[src/logic/dcks_regs.svh]
// constants of the clear and keypad stop supervisor
`ifndef DCKS_REGS_SVH
`define DCKS_REGS_SVH
`define DCKS_SEL_W 5
`define DCKS_SEL_INIT 5'h0e
`define DCKS_COAST_W 14
`define DCKS_COAST_NONE 14'h270f
`define DCKS_CLK_HZ 25000000
`define DCKS_LOSS_TIME_MS 1000
`define DCKS_LOSS_CYCLES ((`DCKS_CLK_HZ / 1000) * `DCKS_LOSS_TIME_MS)
`define DCKS_LOSS_CNT_W 25
`define DCKS_PIN_W 4
`define DCKS_PIN_PRESENT 3
`define DCKS_PIN_CLEAR 2
`define DCKS_PIN_FWD 1
`define DCKS_PIN_REV 0
`endif

[src/logic/dcks_pkg.sv]
// types of the clear and keypad stop supervisor
package dcks_pkg;
  typedef enum logic [3:0] {
    DCKS_ST_NORMAL = 4'b0001,
    DCKS_ST_DECEL = 4'b0010,
    DCKS_ST_PSTOP = 4'b0100,
    DCKS_ST_TRIP = 4'b1000
  } dcks_state_t;
  typedef enum logic [2:0] {
    DCKS_MODE_KEYPAD = 3'b001,
    DCKS_MODE_OUTSIDE = 3'b010,
    DCKS_MODE_NETWORK = 3'b100
  } dcks_mode_t;
endpackage

[src/logic/dcks_loss_if.sv]
// carrier between supervisor and keypad loss timer
`timescale 1ns/10ps
interface dcks_loss_if;
  logic arm;
  logic expired;
  modport ctrl (output arm, input expired);
  modport timer (input arm, output expired);
endinterface

[src/logic/dcks_top.sv]
// clear acceptance, keypad loss and keypad stop supervisor
`timescale 1ns/10ps
`include "dcks_regs.svh"
module dcks_top
  import dcks_pkg::*;
#(
  parameter int unsigned LOSS_CYCLES = `DCKS_LOSS_CYCLES
) (
  input wire logic clk_sys,
  input wire logic rst,
  input wire logic sel_wr_stb,
  input wire logic [`DCKS_SEL_W-1:0] sel_wr_data,
  input wire logic comm_clear_stb,
  input wire logic keypad_clear_stb,
  input wire logic keypad_stop_stb,
  input wire logic stop_from_selected,
  input wire logic stop_unit_id,
  input wire logic release_stb,
  input wire logic release_unit_id,
  input wire dcks_mode_t op_mode,
  input wire logic keypad_jog_active,
  input wire logic serial_multidrop_mode,
  input wire logic motor_stopped,
  input wire logic [`DCKS_COAST_W-1:0] coast_stop_select,
  input wire logic other_fault_stb,
  input wire logic keypad_present,
  input wire logic external_clear_line,
  input wire logic forward_run_cmd,
  input wire logic reverse_run_cmd,
  output logic [`DCKS_SEL_W-1:0] fault_clear_stop_select_q,
  output logic fault_out_q,
  output logic panel_loss_fault_q,
  output logic panel_stop_state_q,
  output logic out_stage_en_q,
  output logic coast_q,
  output logic decel_req_q,
  output logic run_allowed_q,
  output logic thermal_clear_q,
  output logic regen_clear_q
);
  dcks_state_t state_q, state_d;
  logic [`DCKS_PIN_W-1:0] pin_s;
  logic present_s, xclr_s, run_s;
  logic present_d1_q, xclr_d1_q, run_d1_q;
  logic seen_q, stop_src_q;
  logic accept_any, refuse_idle, trip_on_loss, pstop_on;
  logic xclr_rise, clear_req, trip_ev, is_trip, release_ok;
  logic key_pstop, key_decel, jog_loss, coast_d;
  dcks_loss_if lif ();

  dcks_sync #(.W(`DCKS_PIN_W)) u_sync (
    .clk_sys(clk_sys),
    .rst(rst),
    .d({keypad_present, external_clear_line, forward_run_cmd, reverse_run_cmd}),
    .q(pin_s)
  );

  dcks_loss_timer #(.LOSS_CYCLES(LOSS_CYCLES)) u_loss (
    .clk_sys(clk_sys),
    .rst(rst),
    .lif(lif.timer)
  );

  assign present_s = pin_s[`DCKS_PIN_PRESENT];
  assign xclr_s = pin_s[`DCKS_PIN_CLEAR];
  assign run_s = pin_s[`DCKS_PIN_FWD] | pin_s[`DCKS_PIN_REV];

  // selector: set by reset and by legal writes only, parameter clears never reach it
  always_ff @(posedge clk_sys) begin
    if (rst) begin
      fault_clear_stop_select_q <= `DCKS_SEL_INIT;
    end else if (sel_wr_stb && (sel_wr_data inside {[5'h00:5'h03], [5'h0e:5'h11]})) begin
      fault_clear_stop_select_q <= sel_wr_data;
    end
  end

  assign accept_any = fault_clear_stop_select_q inside {5'h00, 5'h02, 5'h0e, 5'h10};
  assign refuse_idle = fault_clear_stop_select_q inside {5'h01, 5'h03, 5'h0f, 5'h11};
  assign trip_on_loss = fault_clear_stop_select_q inside {5'h02, 5'h03, 5'h10, 5'h11};
  assign pstop_on = fault_clear_stop_select_q >= 5'h0e;
  assign is_trip = (state_q == DCKS_ST_TRIP);

  always_ff @(posedge clk_sys) begin
    if (rst) begin
      present_d1_q <= 1'b0;
      xclr_d1_q <= 1'b0;
      run_d1_q <= 1'b0;
    end else begin
      present_d1_q <= present_s;
      xclr_d1_q <= xclr_s;
      run_d1_q <= run_s;
    end
  end

  // a keypad missing since power-on never arms the timer
  always_ff @(posedge clk_sys) begin
    if (rst) begin
      seen_q <= 1'b0;
    end else if (present_s) begin
      seen_q <= 1'b1;
    end
  end

  assign lif.arm = trip_on_loss && !serial_multidrop_mode && seen_q && !present_s
    && !is_trip;

  assign xclr_rise = xclr_s && !xclr_d1_q;
  assign clear_req = ((xclr_rise || comm_clear_stb) && (accept_any || is_trip))
    || (keypad_clear_stb && is_trip);
  assign trip_ev = other_fault_stb || lif.expired;
  assign release_ok = release_stb && (release_unit_id == stop_src_q) && motor_stopped
    && !run_s;

  // keypad stop steering by selector and operating mode
  always_comb begin
    key_pstop = 1'b0;
    key_decel = 1'b0;
    if (keypad_stop_stb) begin
      if (op_mode == DCKS_MODE_KEYPAD) begin
        if (stop_from_selected) begin
          key_decel = 1'b1;
        end else if (pstop_on) begin
          key_pstop = 1'b1;
        end else begin
          key_decel = 1'b1;
        end
      end else if (pstop_on) begin
        key_pstop = 1'b1;
      end
    end
  end

  assign jog_loss = present_d1_q && !present_s && !trip_on_loss && keypad_jog_active
    && (op_mode == DCKS_MODE_KEYPAD);

  // trip beats clear in the same cycle, so an event is never lost
  always_comb begin
    state_d = state_q;
    if (trip_ev) begin
      state_d = DCKS_ST_TRIP;
    end else if (clear_req) begin
      state_d = DCKS_ST_NORMAL;
    end else begin
      case (state_q)
        DCKS_ST_NORMAL: begin
          if (key_pstop) begin
            state_d = DCKS_ST_PSTOP;
          end else if (key_decel || jog_loss) begin
            state_d = DCKS_ST_DECEL;
          end
        end
        DCKS_ST_DECEL: begin
          if (key_pstop) begin
            state_d = DCKS_ST_PSTOP;
          end else if (motor_stopped) begin
            state_d = DCKS_ST_NORMAL;
          end
        end
        DCKS_ST_PSTOP: begin
          if (release_ok) begin
            state_d = DCKS_ST_NORMAL;
          end
        end
        DCKS_ST_TRIP: state_d = DCKS_ST_TRIP;
        default: state_d = DCKS_ST_NORMAL;
      endcase
    end
  end

  always_ff @(posedge clk_sys) begin
    if (rst) begin
      state_q <= DCKS_ST_NORMAL;
    end else begin
      state_q <= state_d;
    end
  end

  always_ff @(posedge clk_sys) begin
    if (rst) begin
      stop_src_q <= 1'b0;
    end else if (state_q != DCKS_ST_PSTOP && state_d == DCKS_ST_PSTOP) begin
      stop_src_q <= stop_unit_id;
    end
  end

  // run-command drop may coast; stop-key stops never do since they leave normal
  assign coast_d = clear_req
    || (state_q == DCKS_ST_NORMAL && state_d == DCKS_ST_NORMAL && run_d1_q && !run_s
    && op_mode == DCKS_MODE_OUTSIDE && coast_stop_select != `DCKS_COAST_NONE);

  always_ff @(posedge clk_sys) begin
    if (rst) begin
      fault_out_q <= 1'b0;
      panel_stop_state_q <= 1'b0;
      out_stage_en_q <= 1'b0;
      coast_q <= 1'b0;
      decel_req_q <= 1'b0;
      run_allowed_q <= 1'b0;
    end else begin
      fault_out_q <= (state_d == DCKS_ST_TRIP);
      panel_stop_state_q <= (state_d == DCKS_ST_PSTOP);
      out_stage_en_q <= (state_d != DCKS_ST_TRIP) && !coast_d;
      coast_q <= coast_d;
      decel_req_q <= (state_d == DCKS_ST_DECEL || state_d == DCKS_ST_PSTOP)
        && !motor_stopped;
      run_allowed_q <= (state_d == DCKS_ST_NORMAL);
    end
  end

  always_ff @(posedge clk_sys) begin
    if (rst) begin
      thermal_clear_q <= 1'b0;
      regen_clear_q <= 1'b0;
    end else begin
      thermal_clear_q <= clear_req;
      regen_clear_q <= clear_req;
    end
  end

  // loss flag: a new loss in a clear cycle wins
  always_ff @(posedge clk_sys) begin
    if (rst) begin
      panel_loss_fault_q <= 1'b0;
    end else if (lif.expired) begin
      panel_loss_fault_q <= 1'b1;
    end else if (clear_req || other_fault_stb) begin
      panel_loss_fault_q <= 1'b0;
    end
  end
endmodule

[src/logic/dcks_sync.sv]
// two-flop synchroniser for pin inputs
`timescale 1ns/10ps
module dcks_sync #(
  parameter int W = 1
) (
  input wire logic clk_sys,
  input wire logic rst,
  input wire logic [W-1:0] d,
  output logic [W-1:0] q
);
  logic [W-1:0] meta_q;

  always_ff @(posedge clk_sys) begin
    if (rst) begin
      meta_q <= '0;
      q <= '0;
    end else begin
      meta_q <= d;
      q <= meta_q;
    end
  end
endmodule

[src/logic/dcks_loss_timer.sv]
// keypad absence timer
`timescale 1ns/10ps
`include "dcks_regs.svh"
module dcks_loss_timer #(
  parameter int unsigned LOSS_CYCLES = `DCKS_LOSS_CYCLES
) (
  input wire logic clk_sys,
  input wire logic rst,
  dcks_loss_if.timer lif
);
  logic [`DCKS_LOSS_CNT_W-1:0] cnt_q;

  // saturates so a held absence fires only once
  always_ff @(posedge clk_sys) begin
    if (rst || !lif.arm) begin
      cnt_q <= '0;
    end else if (cnt_q != `DCKS_LOSS_CNT_W'(LOSS_CYCLES)) begin
      cnt_q <= cnt_q + `DCKS_LOSS_CNT_W'(1);
    end
  end

  always_ff @(posedge clk_sys) begin
    if (rst) begin
      lif.expired <= 1'b0;
    end else begin
      lif.expired <= lif.arm && (cnt_q == `DCKS_LOSS_CNT_W'(LOSS_CYCLES - 1));
    end
  end
endmodule

[config.mk]
export PLATFORM = sky130hd
export DESIGN_NAME = dcks_top
export DESIGN_NICKNAME = d
export VERILOG_FILES = /design/src/logic/dcks_pkg.sv /design/src/logic/dcks_loss_if.sv /design/src/logic/dcks_top.sv /design/src/logic/dcks_sync.sv /design/src/logic/dcks_loss_timer.sv
export VERILOG_INCLUDE_DIRS = /design/src /design/src/logic
export SDC_FILE = /design/constraint.sdc
export NUM_CORES = 1
export LEC_CHECK = 0
export BUFFER_PORTS_ARGS = -buffer_cell sky130_fd_sc_hd__buf_2
export CORE_MARGIN = 1
export CORE_UTILIZATION = 50
export CTS_BUF_LIST = sky130_fd_sc_hd__clkbuf_8
export DETAILED_ROUTE_END_ITERATION = 7
export GPL_TIMING_DRIVEN = 0
export MAX_ROUTING_LAYER = met4
export PLACE_DENSITY_LB_ADDON = 0.25
export SYNTH_ARGS = -nofsm -noshare
export SYNTH_HDL_FRONTEND = slang
export SYNTH_SLANG_ARGS = --single-unit
[constraint.sdc]
create_clock -name clk_sys -period 2.9 [get_ports clk_sys]
set_clock_uncertainty 0.1 [all_clocks]
set_input_delay 0.145 -clock clk_sys [delete_from_list [all_inputs] [get_ports clk_sys]]
set_output_delay 0.145 -clock clk_sys [all_outputs]
set_load 0.005 [all_outputs]
Yosys cells after proc, flatten, opt, wreduce, memory -nomap -nowiden
Cells that the tools add are included.

Output and inout bits: 14. Register bits after elaboration: 56. Input bits: 40. Word-level logic and storage cells: 114.

Eq/ne operators: 21. Bitwise gates (word level): 1. Mux-type cells: 18. Add/sub/neg operators: 1. Order comparisons: 5. Reductions and logical operators: 49.

Operator list (number): 4-bit two-way mux (7); 1-bit logical AND (26); 25-bit by 1-bit adder with 25-bit output, second input constant (1); 25-bit equality test, second input constant (1); 25-bit inequality test, second input constant (1); 4-bit case mux with 4 select lines (1); 14-bit inequality test, second input constant (1); 5-bit by 2-bit equality test with 1-bit output, second input constant (2); 5-bit equality test, second input constant (2); 5-bit by 4-bit >= comparator with 1-bit output, second input constant (2); 1-bit two-way mux (10); 1-bit logical NOT (9); 1-bit logical OR (9); 4-bit by 1-bit equality test with 1-bit output, second input constant (2); 4-bit by 2-bit equality test with 1-bit output, second input constant (2); 4-bit by 3-bit equality test with 1-bit output, second input constant (2); 4-bit equality test, second input constant (2); 4-bit nonzero test (2); 5-bit by 4-bit equality test with 1-bit output, second input constant (1); 5-bit by 1-bit >= comparator with 1-bit output, second input constant (1); 5-bit by 2-bit less-or-equal comparator with 1-bit output, second input constant (1); 5-bit less-or-equal comparator, second input constant (1); 5-bit logical NOT (1); 4-bit by 3-bit inequality test with 1-bit output, second input constant (1); 6 further kinds (7).

Depth between registers and ports, before layout
Depth after elaboration: 21. Depth in mapped cells: 7. Gate-level depth less buffers: 6.

Hierarchy
A second synthesis with hierarchy kept.

Cells, all modules: 277. Area total of the unflattened synthesis: 2561.2 um2.

By module, submodules not included: dcks_loss_timer (area an instance 1222.4 um2, instances 1, cells an instance 137, sequential area each 520.5 um2); dcks_top (area an instance 1128.6 um2, instances 1, cells an instance 124, sequential area each 440.4 um2); dcks_sync (area an instance 210.2 um2, instances 1, cells an instance 16, sequential area each 160.2 um2).

Least setup slack after synthesis
Ideal clock, no wire load.

Path type: flip-flop to flip-flop. From: reg fault_clear_stop_select_q[1]. To: reg stop_src_q. Period minus slack after synthesis: 1.619 ns. Path buffers: 0. Setup time: 0.072 ns. Setup slack: 1.281 ns. Required time: 2.728 ns. Cell stages (with the launch flop): 6. Arrival time: 1.448 ns. Cells stage by stage: dfxtp_1 a31oi_1 nand3b_4 or3_1 nor3_1 mux2i_1.

Cells in the longest elaborated chain, start to end: 14. Elaborated cells on any way between the ends: 33. Those cells by class: order compare: 1; eq/ne: 6; mux: 14; reduce/logical: 12.

Ends and longest elaborated chain: from (decl) (RTL line dcks_top.sv:30) `` output logic [`DCKS_SEL_W-1:0] fault_clear_stop_select_q, ``; from (signal assigned) (RTL line dcks_top.sv:71) `` fault_clear_stop_select_q <= `DCKS_SEL_INIT; ``; from (signal assigned) (RTL line dcks_top.sv:73) `fault_clear_stop_select_q <= sel_wr_data;`; branches (longest 10 deep; another with 5-bit by 4-bit >= comparator with 1-bit output); 4-bit two-way mux (*) (RTL line dcks_top.sv:141) `end else if (clear_req) begin`; 4-bit two-way mux (*) (RTL line dcks_top.sv:139) `if (trip_ev) begin`; 4-bit by 3-bit equality test with 1-bit output (*) (RTL line dcks_top.sv:181) `end else if (state_q != DCKS_ST_PSTOP && state_d == DCKS_ST_PSTOP) begin`; 1-bit logical AND (*) (RTL line dcks_top.sv:181); to (signal assigned) (RTL line dcks_top.sv:182) `stop_src_q <= stop_unit_id;`; to (decl) (RTL line dcks_top.sv:45) `logic seen_q, stop_src_q;`.

Mark *: on every way between the ends. A chain may end at the register's enable or synchronous reset.

Worst setup path in the final report
From: reg fault_clear_stop_select_q[2]. To: reg decel_req_q.

Cells in the longest elaborated chain, start to end: 15. Elaborated cells on any way between the ends: 35. Those cells by class: order compare: 1; eq/ne: 7; mux: 14; reduce/logical: 13.

Ends and longest elaborated chain: branches (longest 10 deep; another with 5-bit by 4-bit >= comparator with 1-bit output); 4-bit two-way mux (*) (RTL line dcks_top.sv:141); 4-bit two-way mux (*) (RTL line dcks_top.sv:139); 4-bit by 2-bit equality test with 1-bit output or 4-bit by 3-bit equality test with 1-bit output (tied branches) (RTL line dcks_top.sv:204) `decel_req_q <= (state_d == DCKS_ST_DECEL || state_d == DCKS_ST_PSTOP)`; 1-bit logical OR (*) (RTL line dcks_top.sv:204); 1-bit logical AND (*) (RTL line dcks_top.sv:205) `&& !motor_stopped;`; to (signal assigned) (RTL line dcks_top.sv:204); to (decl) (RTL line dcks_top.sv:36) `output logic decel_req_q,`.

Marked as above.

==> summary.md <==
| Metric | Value |
|---|---|
| Area of the core | `4817 um^2` |
| Clock latency at the later pin of the worst-skew pair | `0.31 ns` |
| Synthesized-area fraction occupied by and/or/nand/nor cells | `32.06%` |
| Number of standard cells after synthesis | `286` |
| Part of the cycle the worst path needs | `64.80%` |
| Static leakage power | `0.001145 uW` |
| Final Worst Setup Slack | `1.021 ns` |
| Number of cell instances on the worst register-to-register path | `5` |
| Data arrival, critical path | `2.01 ns` |
| Global-route wire length before repair | `8735 um` |
| Worst r2r src | `fault_clear_stop_select_q[2]` |
| Number of clock sinks | `56` |
| XOR/XNOR share of the synthesized area | `7.516%` |
| Data required time at the worst endpoint | `3.03 ns` |
| Syn_area_per_cell | `8.964 um^2` |
| Initial antenna violation count | `0` |
| Total Neg Setup Slack | `0 ns` |
| Standard-cell row count | `25` |
| Highest fanout seen on the critical path | `6` |
| Via count | `2183` |
| Area growth from synthesis to layout | `20.35%` |
| Primary FF master, synth | `dfxtp_1` |
| Met2 wire length | `2573 um` |
| Global route total overflow | `0` |
| Peak supply drop | `0.0003006 V` |
| Starting DRT DRC Count | `107` |
| Sum of routed wire length over all layers | `5207 um` |
| Hold_sp | `other_fault_stb` |
| Number of cells in the finished layout apart from fillers | `422` |
| Final hold violations | `0` |
| Number of storage elements in the synthesis netlist | `56` |
| DP HPWL | `3895 um` |
| Maximum capacitance violations | `0` |
| RSZ-0062 raised after global routing | `false` |
| Netlist area before placement | `2564 um^2` |
| Total power per unit cell area | `445.1 nW/um^2` |
| Via count of the first global-routing pass | `2031` |
| Number of nets produced by synthesis | `328` |
| Fraction of the mapped netlist area in adder cells | `0.9761%` |
| Slew at the pin with the worst max-slew slack | `0.5263 ns` |
| Wire length on met3 | `175 um` |
| Port Buf Inserts | `53` |
| Run status | `finished clean` |
| DIE WIDTH | `73.61 um` |
| Post-synth EDFFs | `0` |
| Met1 Routed Length | `2388 um` |
| Overall routing resource usage | `21.65%` |
| Buffers inserted by post-CTS timing repair | `0` |
| Number of I/O pins | `54` |
| Warning count from the yosys run | `0` |
| Worst-path clk slew | `0.10 ns` |
| Slew headroom | `64.42%` |
| Destination of the worst hold path | `panel_loss_fault_q` |
| CTS Buf Count | `5` |
| Number of H-tree branching levels | `2` |
| Critical path capture point type | `register` |
| Clock tree from TritonCTS | `built` |
| Total die area | `5418 um^2` |
| Wirelength per Cell | `12.34 um` |
| Vertical die dimension | `73.61 um` |
| Largest net degree at the start of global routing | `19` |
| First-pass iteration count of the detailed router | `4` |
| Effective utilization at floorplan | `53.22%` |
| Cts repair resizes | `0` |
| Area fraction in compound gates after synthesis | `10.30%` |
| Fin nets | `396` |
| Setup Slack @ Placement | `1.039 ns` |
| F_max | `0.5321 GHz` |
| End of the worst register-to-register path | `decel_req_q` |
| Uppermost metal layer occupied by signal nets | `met4` |
| Count of unique library cells instantiated by Yosys | `54` |
| Placed insts | `406` |
| Classification of the worst setup path | `register to register` |
| Largest family of logic cells by synthesized area | `simple AND/OR/NAND/NOR gates` |
| Number of buffers on the longest clock path | `2` |
| Shortest clock period the worst path allows after layout | `1.879 ns` |
| Top library cells by usage in the layout, fill and taps aside | `buf_2, dfxtp_1, nor2_1, nand2_1, xnor2_1` |
| Fraction of final layout cells sized beyond drive strength 1 | `24.51%` |
| DRC violations left | `0` |
| Final antenna diode count | `0` |
| Final setup violation count | `0` |
| Count of pins over their slew limit | `0` |
| Hold Crit Depth | `4` |
| Multiplexer share of the synthesized area | `1.171%` |
| Sequential area share after synthesis | `43.73%` |
| Type of the tightest min-delay check | `primary input to register` |
| Crit path launch type | `register` |
| DRT antenna net count | `0` |
| Worst R2R Setup Slack | `1.02 ns` |
| Routability congestion estimate from global placement | `0.8426` |
| Root buffer selected by CTS | `clkbuf_8` |
| Post-synth ARST share | `0%` |
| CTS Hold Buffers Added | `8` |
| Via density | `5.173` |
| Fin Hold WS | `0.05959 ns` |
==> worst max-delay path by stage <==
stage                                 start                to  slack, ns  cells after the start
6_report       fault_clear_stop_select_q[2]       decel_req_q       1.02                      5
5_1_grt                          state_q[3]   u_loss.cnt_q[7]       0.85                      6
4_1_cts                          state_q[3]   u_loss.cnt_q[1]       1.02                      6
3_5_place_dp                     state_q[3]   u_loss.cnt_q[1]       1.04                      6
3_3_place_gp                     state_q[3]  u_loss.cnt_q[10]       1.06                      6
2_1_floorplan  fault_clear_stop_select_q[1]        stop_src_q       1.28                      5
==> cells in the mapped netlist, drive strengths merged (3+ instances only) <==
master  instances  share of area (%)
dfxtp          56                 44
nor2           39                5.8
nand2          18                2.7
xnor2          17                5.8
inv            16                2.3
a21oi          14                2.7
nand3          12                2.5
o21ai          11                2.1
nor2b          10                2.4
nor4           10                3.5
or3            10                2.6
nor3            8                1.6
nand4           7                2.8
buf             5                1.2
clkbuf          5               0.73
nor4b           5                2.0
xor2            5                1.7
a31oi           3               0.73
mux2i           3                1.2
o211ai          3               0.88
==> logic make-up after synthesis <==
group	after synthesis
mux	3
simple gates	136
xor+xnor	22
fa+ha+maj	2
buf+inv	26
flops	56
compound gates	41
==> worst max-delay path, stage by stage (launching register included) <==
cell and delay [ns]:
dfxtp_1 0.43, or2_1 0.18, o2111ai_1 0.20, a2111oi_2 0.47, a32oi_1 0.16, a211oi_2 0.25
==> final cells by class <==
type,count,area [um^2]
repair buffers,61,345.3
clock inverters,3,23.77
clock buffers,5,68.82
well taps,67,83.83
multi-input cells,204,1334
plain buffers,10,48.80
inverters,16,60.06
fillers,421,1732
flip-flops and latches,56,1121
==> routing by layer <==
layer  up-vias  global-route usage [%]
met3         7                   3.841
met2        35                   36.49
met1      1010                   26.15
li1       1131                       -
met5         -                       -
met4         0                   7.051
==> flip-flops by register name, indices dropped and copies added, names as in the netlist <==
register and flops:
run_d1_q 1, decel_req_q 1, coast_q 1, u_sync.q 4
xclr_d1_q 1, panel_stop_state_q 1, panel_loss_fault_q 1, run_allowed_q 1
state_q 4, out_stage_en_q 1, present_d1_q 1, u_loss.lif.expired 1
regen_clear_q 1, u_sync.meta_q 4, fault_out_q 1, seen_q 1
fault_clear_stop_select_q 5, stop_src_q 1, u_loss.cnt_q 25
==> power by group <==
group / internal [uW] / leakage, uW / switching (uW)
clock: 171 / 0.0000404 / 259
sequential: 789 / 0.000456 / 10.0
combinational: 73.7 / 0.000649 / 70.5
==> stage by stage <==
stage,cell area (um^2),util [%],total power [uW]
global route,3085,64.05,1429
CTS,3085,64.05,1385
floorplan,2564,-,893.9
global placement,2913,60.47,949.3
finish,3085,64.05,1373
detailed placement,2913,60.47,952.5
Power figures use the tool's default switching activity.
